## config.mk

```make
export PLATFORM = sky130hd
export DESIGN_NAME = engine_start_gate_and_run_detect
export DESIGN_NICKNAME = d
export VERILOG_FILES = /design/src/start_gate_pkg.sv /design/src/engine_start_gate_and_run_detect.sv /design/src/tick_timer.sv
export VERILOG_INCLUDE_DIRS = /design/src
export SDC_FILE = /design/constraint.sdc
export NUM_CORES = 1
export LEC_CHECK = 0
export BUFFER_PORTS_ARGS = -buffer_cell sky130_fd_sc_hd__clkbuf_2
export CAP_MARGIN = 20
export CORE_MARGIN = 2
export CORE_UTILIZATION = 35
export CTS_CLUSTER_DIAMETER = 40
export DETAILED_ROUTE_END_ITERATION = 6
export PLACE_DENSITY = 0.56
export REMOVE_ABC_BUFFERS = 1
export SLEW_MARGIN = 5
export SYNTH_ARGS = -nofsm -noshare
export SYNTH_HDL_FRONTEND = slang
export SYNTH_SLANG_ARGS = --single-unit
```

## constraint.sdc

```tcl
create_clock -name clock -period 8.05 [get_ports clock]
set_input_delay 0.805 -clock clock [delete_from_list [all_inputs] [get_ports clock]]
set_output_delay 0.805 -clock clock [all_outputs]
set_load 0.01 [all_outputs]
```

## src/start_gate_cfg.svh

```systemverilog
`ifndef START_GATE_CFG_SVH
`define START_GATE_CFG_SVH

// Clock and sequence tick timing.
`define CLK_PERIOD_NS 10
`define SEQ_TICK_NS 100000000
`define EXTRA_CRANK_MS 1000
`define SEQ_TICK_MS 100

// Register byte offsets.
`define OFS_CTRL 8'h00
`define OFS_THRESH 8'h04
`define OFS_PREP 8'h08
`define OFS_ON 8'h0C
`define OFS_OFF 8'h10
`define OFS_NOTRUN 8'h14
`define OFS_TEETH 8'h18
`define OFS_RPM 8'h1C
`define OFS_STATUS 8'h20

// Control and status register field positions.
`define CTRL_PREP_INT_BIT 0
`define CTRL_THR_LSB 1
`define CTRL_PRIM_LSB 4
`define STAT_REFUSED_BIT 11

// Reset values; times and threshold in 0.1 units.
`define RST_THR_SRC 2'h0
`define RST_PRIM_SRC 3'h2
`define RST_THRESH 16'h0000
`define RST_PREP 16'h0032
`define RST_ON 16'h0032
`define RST_OFF 16'h0032
`define RST_NOTRUN 16'h0000
`define RST_TEETH 16'h0000
`define RST_RPM 16'h03E8

// Legal ranges.
`define MAX_THR_SRC 2'h2
`define MAX_THRESH 16'h0BB8
`define MAX_PREP 16'h1770
`define MIN_ON 16'h000A
`define MAX_ON 16'h1770
`define MIN_OFF 16'h000A
`define MAX_OFF 16'h03DE
`define MAX_NOTRUN 16'h0032
`define MAX_TEETH 16'h01F4
`define MAX_RPM 16'h0FA0

// Frequency running window in 0.1 Hz and voltage floor in percent.
`define FREQ_RUN_LO 16'h012C
`define FREQ_RUN_HI 16'h015E
`define VOLT_RUN_PCT 8'h1E
`define SEC_PER_MIN 32'h0000003C

`endif

```

## src/start_gate_pkg.sv

```systemverilog
`default_nettype none
package start_gate_pkg;

    typedef enum logic [2:0] {
        ST_IDLE = 3'b000,
        ST_PREP = 3'b001,
        ST_CRANK = 3'b010,
        ST_EXTRA = 3'b011,
        ST_WAIT_NR = 3'b100,
        ST_RUN = 3'b101
    } seq_state_t;

    typedef enum logic [1:0] {
        MODE_MANUAL = 2'b00,
        MODE_OPERATOR = 2'b01,
        MODE_AUTO = 2'b10,
        MODE_BLOCK = 2'b11
    } run_mode_t;

    typedef enum logic [2:0] {
        PLANT_ISLAND = 3'b000,
        PLANT_FIXED = 3'b001,
        PLANT_LTO = 3'b010,
        PLANT_EXPORT = 3'b011,
        PLANT_PEAK = 3'b100,
        PLANT_MAINS_FAIL = 3'b101
    } plant_mode_t;

    // Running indications; bit index equals the primary source code.
    typedef struct packed {
        logic [3:0] multi;
        logic engine_comm_link;
        logic freq;
        logic speed_pickup;
        logic dig;
    } run_src_t;

    // Events that may end a start sequence.
    typedef struct packed {
        logic stop_signal;
        logic start_failure;
        logic estop;
        logic alarm_shutdown;
        logic alarm_trip_stop;
        logic panel_stop;
        logic bus_stop;
        logic dig_stop;
    } stop_evt_t;

endpackage
`default_nettype wire

```

## src/engine_start_gate_and_run_detect.sv

```systemverilog
// What this block does
// - Starter stays off until the start condition reaches its level.
// - Default prepare: crank after prepare expiry and threshold reached.
// - Interrupting prepare: crank as soon as threshold is reached.
// - Threshold source multi-input 20, 21 or 22; 20 after reset.
// - Threshold set point 0.0 to 300.0, reset 0.0; met when input reaches it.
// - Secondary source running while primary silent at crank: starter held one extra second.
// - Any secondary running indication counts as a successful start.
// - Nothing running: sequence ends after delay 0.0 to 5.0 s.
// - Once running, status uses all running sources together.
// - Frequency running: 30.0 to 35.0 Hz, voltage at least 30 % nominal.
// - Stop, start failure, emergency stop, shutdown or trip-stop alarm abort.
// - Panel, bus and digital stop abort only in manual or operator mode.
// - Auto mode: dropped auto request aborts in island, fixed, take-over, export.
// - Block mode refused while the engine is running.
// - Pickup: teeth 0 to 500, speed 0 to 4000 RPM, reset 0 and 1000.
// - Primary source: digital, pickup, frequency, engine link, multi 20-23; frequency.
// - Prepare on at start, off at starter on; zero time disables.
// - Starter held off for the pause time between crank attempts.
//
// The implementer's own choices: the placing of the registers and the AHB-Lite register port.
`include "start_gate_cfg.svh"
`default_nettype none
module engine_start_gate_and_run_detect
    import start_gate_pkg::*;
#(
    parameter int TICK_CYCLES = `SEQ_TICK_NS / `CLK_PERIOD_NS,
    parameter int TW = 16
) (
    input wire logic clock,
    input wire logic sys_rst,
    input wire logic hsel,
    input wire logic [31:0] haddr,
    input wire logic [1:0] htrans,
    input wire logic hwrite,
    input wire logic [2:0] hsize,
    input wire logic [31:0] hwdata,
    input wire logic hready,
    output logic [31:0] hrdata,
    output logic hreadyout,
    output logic hresp,
    input wire logic start_cmd,
    input wire stop_evt_t stop_evt,
    input wire logic auto_start_req,
    input wire plant_mode_t plant_mode,
    input wire run_mode_t mode_sel,
    input wire logic mode_load,
    input wire logic [2:0][15:0] multi_val,
    input wire run_src_t run_in,
    input wire logic [15:0] freq_dhz,
    input wire logic [7:0] volt_pct,
    input wire logic [15:0] pickup_hz,
    output logic starter_out,
    output logic prepare_out,
    output logic running_out,
    output logic seq_active,
    output logic start_failed,
    output run_mode_t mode_out
);
    localparam int EXTRA_TICKS = `EXTRA_CRANK_MS / `SEQ_TICK_MS;

    seq_state_t state_reg, state_next;
    run_mode_t mode_reg, mode_next;
    logic refused_reg, refused_next;
    logic [23:0] tick_cnt_reg, tick_cnt_next;
    logic tick_reg, tick_next;
    logic prep_int_reg, prep_int_next;
    logic [1:0] thr_src_reg, thr_src_next;
    logic [2:0] prim_src_reg, prim_src_next;
    logic [TW-1:0] thresh_reg, thresh_next, prep_reg, prep_next, on_reg, on_next;
    logic [TW-1:0] off_reg, off_next, nr_reg, nr_next, teeth_reg, teeth_next;
    logic [TW-1:0] rpm_reg, rpm_next;
    logic wr_pend_reg, wr_pend_next;
    logic [7:0] wr_addr_reg, wr_addr_next;
    logic [31:0] hrdata_reg, hrdata_next;
    logic starter_reg, prepare_reg, running_reg, active_reg, failed_reg;
    logic starter_next, prepare_next, running_next, active_next, failed_next;
    logic ld_prep, ld_on, ld_extra, ld_nr, ld_off;
    logic exp_prep, exp_on, exp_extra, exp_nr, exp_off;
    logic abort_evt, thr_ok, prim_run, sec_run, any_run, freq_run, pickup_run;
    logic [7:0] run_vec, prim_mask;

    function automatic logic [TW-1:0] clamp(input logic [31:0] v, input logic [TW-1:0] lo,
                                            input logic [TW-1:0] hi);
        return (v > 32'(hi)) ? hi : (v < 32'(lo)) ? lo : v[TW-1:0];
    endfunction

    // Running indications of every source.
    always_comb begin
        freq_run = (freq_dhz >= `FREQ_RUN_LO) && (freq_dhz <= `FREQ_RUN_HI)
                   && (volt_pct >= `VOLT_RUN_PCT);
        pickup_run = (teeth_reg != '0) && ({16'h0000, pickup_hz} * `SEC_PER_MIN
                     >= {16'h0000, rpm_reg} * {16'h0000, teeth_reg});
        run_vec = {run_in.multi, run_in.engine_comm_link, freq_run, pickup_run, run_in.dig};
        prim_mask = 8'h01 << prim_src_reg;
        prim_run = |(run_vec & prim_mask);
        sec_run = |(run_vec & ~prim_mask);
        any_run = |run_vec;
        thr_ok = multi_val[thr_src_reg] >= thresh_reg;
    end

    // Abort events, with stop commands and auto request qualified by mode.
    always_comb begin
        abort_evt = stop_evt.stop_signal | stop_evt.start_failure | stop_evt.estop
                    | stop_evt.alarm_shutdown | stop_evt.alarm_trip_stop;
        if (mode_reg inside {MODE_MANUAL, MODE_OPERATOR}
            && (stop_evt.panel_stop | stop_evt.bus_stop | stop_evt.dig_stop)) begin
            abort_evt = 1'b1;
        end
        if (mode_reg == MODE_AUTO && !auto_start_req
            && plant_mode inside {PLANT_ISLAND, PLANT_FIXED, PLANT_LTO, PLANT_EXPORT}) begin
            abort_evt = 1'b1;
        end
    end

    // Divider giving one tick every 0.1 s.
    always_comb begin
        tick_next = (tick_cnt_reg == 24'(TICK_CYCLES - 1));
        tick_cnt_next = tick_next ? 24'h000000 : tick_cnt_reg + 24'h000001;
    end

    // Sequence timers, each cleared by an abort unless loaded in the same cycle.
    tick_timer #(.W(TW)) u_prep (.clock(clock), .sys_rst(sys_rst), .clear(abort_evt),
        .load(ld_prep), .load_val(prep_reg), .tick(tick_reg), .expired(exp_prep));
    tick_timer #(.W(TW)) u_on (.clock(clock), .sys_rst(sys_rst), .clear(abort_evt),
        .load(ld_on), .load_val(on_reg), .tick(tick_reg), .expired(exp_on));
    tick_timer #(.W(TW)) u_extra (.clock(clock), .sys_rst(sys_rst), .clear(abort_evt),
        .load(ld_extra), .load_val(TW'(EXTRA_TICKS)), .tick(tick_reg), .expired(exp_extra));
    tick_timer #(.W(TW)) u_nr (.clock(clock), .sys_rst(sys_rst), .clear(abort_evt),
        .load(ld_nr), .load_val(nr_reg), .tick(tick_reg), .expired(exp_nr));
    tick_timer #(.W(TW)) u_off (.clock(clock), .sys_rst(sys_rst), .clear(abort_evt),
        .load(ld_off), .load_val(off_reg), .tick(tick_reg), .expired(exp_off));

    // Start sequencer: prepare, crank, extra crank, not-running wait, running.
    always_comb begin
        state_next = state_reg;
        {ld_prep, ld_on, ld_extra, ld_nr, ld_off} = 5'h00;
        failed_next = 1'b0;
        unique case (state_reg)
            ST_IDLE: begin
                if (start_cmd && mode_reg != MODE_BLOCK && exp_off) begin
                    state_next = ST_PREP;
                    ld_prep = 1'b1;
                end
            end
            ST_PREP: begin
                if (thr_ok && (exp_prep || prep_int_reg)) begin
                    state_next = ST_CRANK;
                    ld_on = 1'b1;
                end
            end
            ST_CRANK: begin
                if (prim_run) begin
                    state_next = ST_RUN;
                end else if (sec_run) begin
                    state_next = ST_EXTRA;
                    ld_extra = 1'b1;
                end else if (exp_on) begin
                    state_next = ST_WAIT_NR;
                    ld_nr = 1'b1;
                end
            end
            ST_EXTRA: begin
                if (exp_extra) begin
                    if (any_run) begin
                        state_next = ST_RUN;
                    end else begin
                        state_next = ST_WAIT_NR;
                        ld_nr = 1'b1;
                    end
                end
            end
            ST_WAIT_NR: begin
                if (any_run) begin
                    state_next = ST_RUN;
                end else if (exp_nr) begin
                    state_next = ST_IDLE;
                    ld_off = 1'b1;
                    failed_next = 1'b1;
                end
            end
            ST_RUN: if (!any_run) state_next = ST_IDLE;
            default: state_next = ST_IDLE;
        endcase
        if (abort_evt) begin
            state_next = ST_IDLE;
        end
        starter_next = (state_next == ST_CRANK) || (state_next == ST_EXTRA);
        prepare_next = (state_next == ST_PREP) && (prep_reg != '0);
        running_next = (state_next == ST_RUN);
        active_next = (state_next != ST_IDLE);
    end

    // Running mode; block requests are refused and flagged while running.
    always_comb begin
        mode_next = mode_reg;
        refused_next = refused_reg;
        if (wr_pend_reg && wr_addr_reg == `OFS_STATUS && hwdata[`STAT_REFUSED_BIT]) begin
            refused_next = 1'b0;
        end
        if (mode_load) begin
            if (mode_sel == MODE_BLOCK && (running_reg || any_run)) begin
                refused_next = 1'b1;
            end else begin
                mode_next = mode_sel;
            end
        end
    end

    // AHB-Lite slave: read data registered in the address phase, writes in the data phase.
    always_comb begin
        wr_pend_next = hsel && hready && htrans[1] && hwrite;
        wr_addr_next = wr_pend_next ? haddr[7:0] : wr_addr_reg;
        hrdata_next = hrdata_reg;
        if (hsel && hready && htrans[1] && !hwrite) begin
            hrdata_next = 32'h00000000;
            case (haddr[7:0])
                `OFS_CTRL: begin
                    hrdata_next[`CTRL_PREP_INT_BIT] = prep_int_reg;
                    hrdata_next[`CTRL_THR_LSB +: 2] = thr_src_reg;
                    hrdata_next[`CTRL_PRIM_LSB +: 3] = prim_src_reg;
                end
                `OFS_THRESH: hrdata_next[TW-1:0] = thresh_reg;
                `OFS_PREP: hrdata_next[TW-1:0] = prep_reg;
                `OFS_ON: hrdata_next[TW-1:0] = on_reg;
                `OFS_OFF: hrdata_next[TW-1:0] = off_reg;
                `OFS_NOTRUN: hrdata_next[TW-1:0] = nr_reg;
                `OFS_TEETH: hrdata_next[TW-1:0] = teeth_reg;
                `OFS_RPM: hrdata_next[TW-1:0] = rpm_reg;
                `OFS_STATUS: hrdata_next[11:0] = {refused_reg, mode_reg, thr_ok, prim_run,
                    any_run, running_reg, prepare_reg, starter_reg, state_reg};
            endcase
        end
    end

    // Configuration registers, clamped to their legal ranges on write; a threshold source above 2 is ignored.
    always_comb begin
        prep_int_next = prep_int_reg;
        thr_src_next = thr_src_reg;
        prim_src_next = prim_src_reg;
        thresh_next = thresh_reg;
        prep_next = prep_reg;
        on_next = on_reg;
        off_next = off_reg;
        nr_next = nr_reg;
        teeth_next = teeth_reg;
        rpm_next = rpm_reg;
        if (wr_pend_reg) begin
            case (wr_addr_reg)
                `OFS_CTRL: begin
                    prep_int_next = hwdata[`CTRL_PREP_INT_BIT];
                    if (hwdata[`CTRL_THR_LSB +: 2] <= `MAX_THR_SRC) begin
                        thr_src_next = hwdata[`CTRL_THR_LSB +: 2];
                    end
                    prim_src_next = hwdata[`CTRL_PRIM_LSB +: 3];
                end
                `OFS_THRESH: thresh_next = clamp(hwdata, '0, `MAX_THRESH);
                `OFS_PREP: prep_next = clamp(hwdata, '0, `MAX_PREP);
                `OFS_ON: on_next = clamp(hwdata, `MIN_ON, `MAX_ON);
                `OFS_OFF: off_next = clamp(hwdata, `MIN_OFF, `MAX_OFF);
                `OFS_NOTRUN: nr_next = clamp(hwdata, '0, `MAX_NOTRUN);
                `OFS_TEETH: teeth_next = clamp(hwdata, '0, `MAX_TEETH);
                `OFS_RPM: rpm_next = clamp(hwdata, '0, `MAX_RPM);
                default: ;
            endcase
        end
    end

    // Holds every register of the block outside the five timers.
    always_ff @(posedge clock) begin
        if (sys_rst) begin
            tick_cnt_reg <= 24'h000000;
            tick_reg <= 1'b0;
            state_reg <= ST_IDLE;
            starter_reg <= 1'b0;
            prepare_reg <= 1'b0;
            running_reg <= 1'b0;
            active_reg <= 1'b0;
            failed_reg <= 1'b0;
            mode_reg <= MODE_MANUAL;
            refused_reg <= 1'b0;
            hreadyout <= 1'b0;
            hresp <= 1'b0;
            wr_pend_reg <= 1'b0;
            wr_addr_reg <= 8'h00;
            hrdata_reg <= 32'h00000000;
            prep_int_reg <= 1'b0;
            thr_src_reg <= `RST_THR_SRC;
            prim_src_reg <= `RST_PRIM_SRC;
            thresh_reg <= `RST_THRESH;
            prep_reg <= `RST_PREP;
            on_reg <= `RST_ON;
            off_reg <= `RST_OFF;
            nr_reg <= `RST_NOTRUN;
            teeth_reg <= `RST_TEETH;
            rpm_reg <= `RST_RPM;
        end else begin
            tick_cnt_reg <= tick_cnt_next;
            tick_reg <= tick_next;
            state_reg <= state_next;
            starter_reg <= starter_next;
            prepare_reg <= prepare_next;
            running_reg <= running_next;
            active_reg <= active_next;
            failed_reg <= failed_next;
            mode_reg <= mode_next;
            refused_reg <= refused_next;
            hreadyout <= 1'b1;
            wr_pend_reg <= wr_pend_next;
            wr_addr_reg <= wr_addr_next;
            hrdata_reg <= hrdata_next;
            prep_int_reg <= prep_int_next;
            thr_src_reg <= thr_src_next;
            prim_src_reg <= prim_src_next;
            thresh_reg <= thresh_next;
            prep_reg <= prep_next;
            on_reg <= on_next;
            off_reg <= off_next;
            nr_reg <= nr_next;
            teeth_reg <= teeth_next;
            rpm_reg <= rpm_next;
        end
    end

    assign hrdata = hrdata_reg;
    assign starter_out = starter_reg;
    assign prepare_out = prepare_reg;
    assign running_out = running_reg;
    assign seq_active = active_reg;
    assign start_failed = failed_reg;
    assign mode_out = mode_reg;
endmodule
`default_nettype wire

```

## src/tick_timer.sv

```systemverilog
`default_nettype none
module tick_timer #(
    parameter int W = 16
) (
    input wire logic clock,
    input wire logic sys_rst,
    input wire logic clear,
    input wire logic load,
    input wire logic [W-1:0] load_val,
    input wire logic tick,
    output logic expired
);
    logic [W-1:0] cnt_reg;
    logic [W-1:0] cnt_next;

    // Load wins over clear so a timer loaded in the same cycle as an abort survives.
    always_comb begin
        cnt_next = cnt_reg;
        if (load) begin
            cnt_next = load_val;
        end else if (clear) begin
            cnt_next = '0;
        end else if (tick && cnt_reg != '0) begin
            cnt_next = cnt_reg - 1'b1;
        end
    end

    always_ff @(posedge clock) begin
        if (sys_rst) begin
            cnt_reg <= '0;
        end else begin
            cnt_reg <= cnt_next;
        end
    end

    assign expired = (cnt_reg == '0);
endmodule
`default_nettype wire

```

# Word-level counts from Yosys, hierarchy flattened
# Index checks and enable logic that the tools add are counted.
# totals
out_inout_bits,41
regBits,260
in_bits,186
wordCells,229
# op_classes
muxes,65
eq_ne,33
multipliers,2
order_cmp,15
n_bitwise,10
shifts,1
reduce_logical,67
add_sub_neg,6
# ops
op,n
16-bit 2-to-1 mux,22
16-bit nonzero test,7
16-bit zero test,5
16-bit by 1-bit subtractor with 16-bit output (second input constant),5
8-bit by 5-bit equality test with 1-bit output (second input constant),8
32-bit by 12-bit greater-than comparator with 1-bit output (second input constant),2
3-bit case mux with 9 select lines,2
5-bit case mux with 8 select lines,1
16-bit binary-select mux with 2-bit select,1
8-bit by 4-bit equality test with 1-bit output (second input constant),4
22-bit by 32-bit greater-or-equal comparator with 1-bit output,1
32-bit by 10-bit greater-than comparator with 1-bit output (second input constant),1
32-bit by 13-bit greater-than comparator with 1-bit output (second input constant),1
32-bit by 6-bit greater-than comparator with 1-bit output (second input constant),1
32-bit by 9-bit greater-than comparator with 1-bit output (second input constant),1
32-bit by 1-bit < comparator with 1-bit output (second input constant),1
32-bit by 4-bit < comparator with 1-bit output (second input constant),1
16-bit by 16-bit multiplier with 32-bit output,1
3-bit 2-to-1 mux,10
4-bit case mux with 7 select lines,1
24-bit by 1-bit adder with 24-bit output (second input constant),1
24-bit equality test (second input constant),1
8-bit OR reduction,3
1-bit logical AND,22
37 further kinds,96

# Longest topological paths before layout
# logic_depth
depth_word,11
mapped_depth,38
ltp_nobuf,34

# Modules after synthesis
# From an unflattened synthesis, not the netlist that was laid out.
# hier_totals
cells_unflattened,2957
area_unflattened_um2,24443.4
# by_module_without_submodules
module,instances,cells_each,seq_area_each_um2,area_each_um2
engine_start_gate_and_run_detect,1,2297,3603.5,19332.3
tick_timer,5,132,320.3,1022.2

# Least setup slack after synthesis
# Ideal clock, no wire load.
# synth_timing
path_kind,flip-flop to flip-flop
from,register teeth_reg[9]
to,register u_off.cnt_reg[8]
path_stages_with_launch,35
t_required_ps,7980
setup_time_ps,70
path_buffers,4
path_slack_ps,-44
period_less_slack_ps,8094
arrival_time_ps,8023
cell_sequence,dfxtp_1 > clkbuf_1 > clkbuf_1 > nand2_1 > fa_1 > inv_1 > fa_1 > inv_1 > fa_1 > inv_1 > fa_1 > fa_1 > inv_1 > fa_1 > inv_1 > ha_1 > a21o_1 > a21o_1 > a211oi_1 > o21ai_2 > xnor2_1 > ha_1 > a21o_1 > a211o_1 > a2111oi_0 > o31a_1 > a211o_1 > nor4_4 > a41oi_4 > nand2_2 > nor4_4 > buf_2 > buf_6 > nand2_1 > a21oi_1
# synth_between
elab_chain_cells,7
elab_cells_between_ends,9
classes_between,mul (1); order compare (1); mux (3); reduce/logical (4)
# synth_lines
element,line_no,text
start: declaration,engine_start_gate_and_run_detect.sv:71,"logic [TW-1:0] off_reg, off_next, nr_reg, nr_next, teeth_reg, teeth_next;"
start signal: assignment,engine_start_gate_and_run_detect.sv:295,teeth_reg <= `RST_TEETH;
start signal: assignment,engine_start_gate_and_run_detect.sv:320,teeth_reg <= teeth_next;
16-bit by 16-bit multiplier with 32-bit output,engine_start_gate_and_run_detect.sv:93,">= {16'h0000, rpm_reg} * {16'h0000, teeth_reg});"
22-bit by 32-bit greater-or-equal comparator with 1-bit output,engine_start_gate_and_run_detect.sv:92,"pickup_run = (teeth_reg != '0) && ({16'h0000, pickup_hz} * `SEC_PER_MIN"
1-bit logical AND *,engine_start_gate_and_run_detect.sv:92,
8-bit OR reduction *,engine_start_gate_and_run_detect.sv:98,any_run = |run_vec;
1-bit 2-to-1 mux *,engine_start_gate_and_run_detect.sv:174,if (any_run) begin
1-bit 2-to-1 mux *,engine_start_gate_and_run_detect.sv:139,unique case (state_reg)
3-bit nonzero test (no source line) / 16-bit 2-to-1 mux (equally long branches),-,
end signal: assignment,tick_timer.sv:32,cnt_reg <= cnt_next;
end: declaration,tick_timer.sv:13,logic [W-1:0] cnt_reg;
# Mark *: on every way between the ends. The rest lies on a longest branch, timed or not.
# A chain may end at the register's enable or synchronous reset.

# Worst setup path in the final report
# layout_timing
from,register teeth_reg[6]
to,register u_nr.cnt_reg[5]
# layout_between
elab_chain_cells,9
elab_cells_between_ends,16
classes_between,mul (1); order compare (1); mux (6); bitwise (2); reduce/logical (6)
# layout_lines
element,line_no,text
16-bit by 16-bit multiplier with 32-bit output,engine_start_gate_and_run_detect.sv:93,
22-bit by 32-bit greater-or-equal comparator with 1-bit output,engine_start_gate_and_run_detect.sv:92,
1-bit logical AND *,engine_start_gate_and_run_detect.sv:92,
8-bit bitwise AND,engine_start_gate_and_run_detect.sv:97,sec_run = |(run_vec & ~prim_mask);
8-bit OR reduction,engine_start_gate_and_run_detect.sv:97,
1-bit 2-to-1 mux,engine_start_gate_and_run_detect.sv:155,end else if (sec_run) begin
1-bit 2-to-1 mux,engine_start_gate_and_run_detect.sv:153,if (prim_run) begin
1-bit case mux with 2 select lines *,engine_start_gate_and_run_detect.sv:139,
3-bit nonzero test (no source line) / 16-bit 2-to-1 mux (equally long branches),-,
end signal: assignment,tick_timer.sv:32,
end: declaration,tick_timer.sv:13,
# Marked as above.

==> run summary <==
The run finished, with violations left. The checks that failed: DRC. The clock tree synthesis step divided the H-tree into 2 levels.

The worst setup slack for register-to-register paths is roughly 0.05 ns. Setup repair after global routing could not meet its margin everywhere. The number of cells on the worst hold path came out at 2. The largest vdd supply drop is roughly 0.13 mV. The part of the power in combinational logic came out at 15.3%. The x dimension of the die came out at around 260 um. The netlist uses 85 different library cells. The reg-to-reg endpoint is u_nr.cnt_reg[5]. The cell count of the worst reg-to-reg path is 31. STA classifies the critical path endpoint as a flip-flop. In the final routed layout, each cell accounts on average for ~17 um. For this run the aggregate overflow at the end of global routing stands at 0. The count of clock tree sinks came out at 260. Once placement finished, the instance area stood at roughly 26000 um^2. For the finished layout, the period the worst path requires is about 8 ns.

The top achievable clock speed came out at roughly 120 MHz. The cell area that synthesis handed to floorplanning was between 20000 and 25000 um^2. The maximum buffer depth of the clock tree is 3.

The total count of hold-check failures in the final report came out at 0. The start point of the worst min-delay path is wr_addr_reg[7]. The quantity of I/O buffers inserted on ports is ~180. The vertical die dimension came out at about 260 um.

The register with the most flip-flops in the layout has 24 of them. The main flop type after synthesis is dfxtp_1. Internal power comes to 2.79 mW.

The data arrival time of the worst path came out at 8.41 ns. The clock tree from TritonCTS is built. With fillers left out, the area of the finished cells amounts to between 20000 and 30000 um^2.

In this run the tightest slew margin relative to its limit is roughly a quarter. The power per unit of standard cell area came out at about 140 nW/um^2. The number of pins with negative max-slew slack in the final report is 0.

The net count of the finished layout is 3651. The number of global-route vias before repair came out at approximately 20000. The number of flops mapped to enable cells by yosys came out at 0. Of all cell types, the one taking the most synthesized area is dfxtp_1.

The clock latency on the worst-skew pair is approximately 0.55 ns. The count of TritonRoute iterations in the first routing pass is 7. The number of vias in the routed layout is ~21000. The cell count after synthesis came out at between 2000 and 3000. The critical path is of the reg -> reg type. In the post-synthesis netlist, the biggest area contributors are dfxtp_1 (22%), fa_1 (19%), ha_1 (9.0%), nand2_1 (5.2%), inv_1 (4.8%). STA classifies the critical path startpoint as a flip-flop. The final count of negative-setup-slack endpoints came out at 0.

The critical path launch point is teeth_reg[6]. Wires add up to between 60000 and 70000 um. The async set-or-reset flop fraction in the synthesized netlist came out at 0%. In this run, the clock network consumes between 50% and 60% of the power. The transition at the pin with the smallest max-transition slack is 1.12 ns. Yosys printed 0 warnings. The required time of the worst setup path is ~8.5 ns. Ranked by instance count, the synthesized netlist is headed by nand2_1 (325), inv_1 (303), dfxtp_1 (260). The register share of total power came out at roughly 34%. The post-route clock skew came out at 0.0307 ns. The number of max-cap violations is 0. The highest layer touched by signal routing is met5. After layout, the design draws a total of 3.82 mW. The peak per-stage delay on the critical path is roughly 0.57 ns. The core region area is around 67000 um^2. The post-synthesis sequential element count is 260. For this design the static power due to leakage is 12.3 nW. After detailed routing, the met3 layer carries roughly 4400 um of wire. The average footprint of a synthesized cell came out at approximately 8.3 um^2. The path with the worst hold slack has its endpoint at wr_addr_reg[7]. The part of the cycle the worst path needs came out at around 99%. The global-route wire length before repair came out at 110000 um. The area of the die is ~69000 um^2. At the end of routability-driven placement, the weighted congestion stood at 0.940. The share of the synthesized area in the top cell type is 22.1%. From synthesis to final layout, the design area changed by 20.0%. The maximum net fanout on the critical path is 10. The post-detailed-route via-to-cell ratio is between 5 and 6. The number of design rule violations left after detail routing came out at 1.

The initial antenna violation count is 3. The worst hold margin is 0.453 ns. The row count came out at 95. nand2_1 is the most common cell in the netlist.

The sequential fraction of the synthesis area came out at 22.1%. The reported net switching power is roughly 1.0 mW. The number of nets with antenna violations after detailed routing is 0. The routed length on met2 is 32100 um. The worst min-delay path category is reg -> reg. The detailed-route wire length on metal 1 is 30900 um. The maximum number of pins on one net before global-route repair is 85. The switching power as a share of total power is a little over a quarter. The I/O pin count came out at between 200 and 250. The clock-pin slew of the registers on the worst-case setup and hold paths came out at 0.05 ns.

The tree is rooted in a clkbuf_16. The total CTS buffers came out at 42. The global routing usage summed across all routing layers is about a fifth. The beginning of the worst register-to-register path is teeth_reg[6]. The proportion of layout cells with a drive suffix above 1 is 18.2%. The starting utilization of the core area came out at 35.2%. The slowest stage of the critical path is the fa_2 cell. In this run, the number of DRC markers left after iteration 0 of detailed routing was approximately 1500. The sum of net half-perimeters after detailed placement is 53200 um.
## power by group through the flow
stage / Combinational [mW] / Sequential [mW] / Clock [mW]
global route: 0.673 / 1.30 / 2.03
global placement: 0.553 / 1.33 / 0
detailed placement: 0.553 / 1.33 / 0
floorplan: 0.377 / 1.33 / 0
CTS: 0.567 / 1.30 / 1.97
finish: 0.583 / 1.30 / 1.94
## layout by cell type, fill, tap and decap left out, types with 125 or more instances in the layout
cell type	instances
nand2_1	324
inv_1	287
dfxtp_1	242
fa_1	216
nor2_1	210
clkbuf_2	175
a21oi_1	168
ha_1	155
buf_4	154
and2_1	125
## layout make-up
class                           count  area [um^2]
Antenna cell                        1         2.50
Clock buffer                       46         1110
Clock inverter                     32          425
Fill cell                        6794        38600
Inverter                          303         1140
Multi-Input combinational cell   2112        16900
Sequential cell                   260         5250
Tap cell                          873         1090
Timing Repair Buffer              354         2360
## worst max-delay path, delay by kind of cell (launching register included)
family | cells | cell delay (ns)
DFF | 1 | 0.38
xor gates and xnor gates | 1 | 0.15
AOI/OAI and AO/OA | 11 | 2.36
buffers and inverters | 6 | 0.54
and+or+nand+nor | 5 | 0.90
adders and majority gates | 8 | 3.54
## cells by family (layout without fill, tap and decap cells)
kind of cell	after synthesis	count (layout)	synth area share, %
AOI/OAI and AO/OA	506	506	14.2
xor gates and xnor gates	111	111	4.13
adders and majority gates	392	392	28.0
buffers and inverters	475	735	8.00
DFF	260	260	22.1
muxes	22	22	1.00
other	1	18	0.0159
and+or+nand+nor	1064	1064	22.6
## through the flow
step | setup WS (ns) | util [%] | instances | setup TNS (ns)
6_report | 0.0490 | 42.3 | 3981 | 0
2_1_floorplan | -0.247 | - | 2675 | -3.96
4_1_cts | 0.0000497 | 41.8 | 3968 | 0
3_3_place_gp | -0.455 | 38.9 | 3875 | -17.65
5_1_grt | -0.234 | 42.3 | 3980 | -4.98
3_5_place_dp | -0.630 | 38.9 | 3875 | -26.47
## what timing repair did
action / in CTS / in global routing
hold buffers: 0 / 0
resized for setup: 92 / 46
cloned: 0 / 3
endpoints found under the setup margin: 61 / 60
setup buffers: 16 / 10
pin swaps: 64 / 26
hold endpoints to repair: 0 / 0
## worst max path at each step
stage / endpoint / slack [ns] / depth (start not counted)
3_5_place_dp: prepare_out / -0.63 / 33
2_1_floorplan: u_nr.cnt_reg[5] / -0.25 / 30
6_report: u_nr.cnt_reg[5] / 0.05 / 31
4_1_cts: running_out / 0.00005 / 30
3_3_place_gp: prepare_out / -0.46 / 33
5_1_grt: running_out / -0.23 / 33
## per-layer routing
layer	vias to the layer above	GRT usage [%]
met2	651	31.9
met3	120	2.59
met1	10000	27.0
li1	10000	-
met5	-	0
met4	2	5.71
Note: power is estimated with default switching activity, not from simulation.
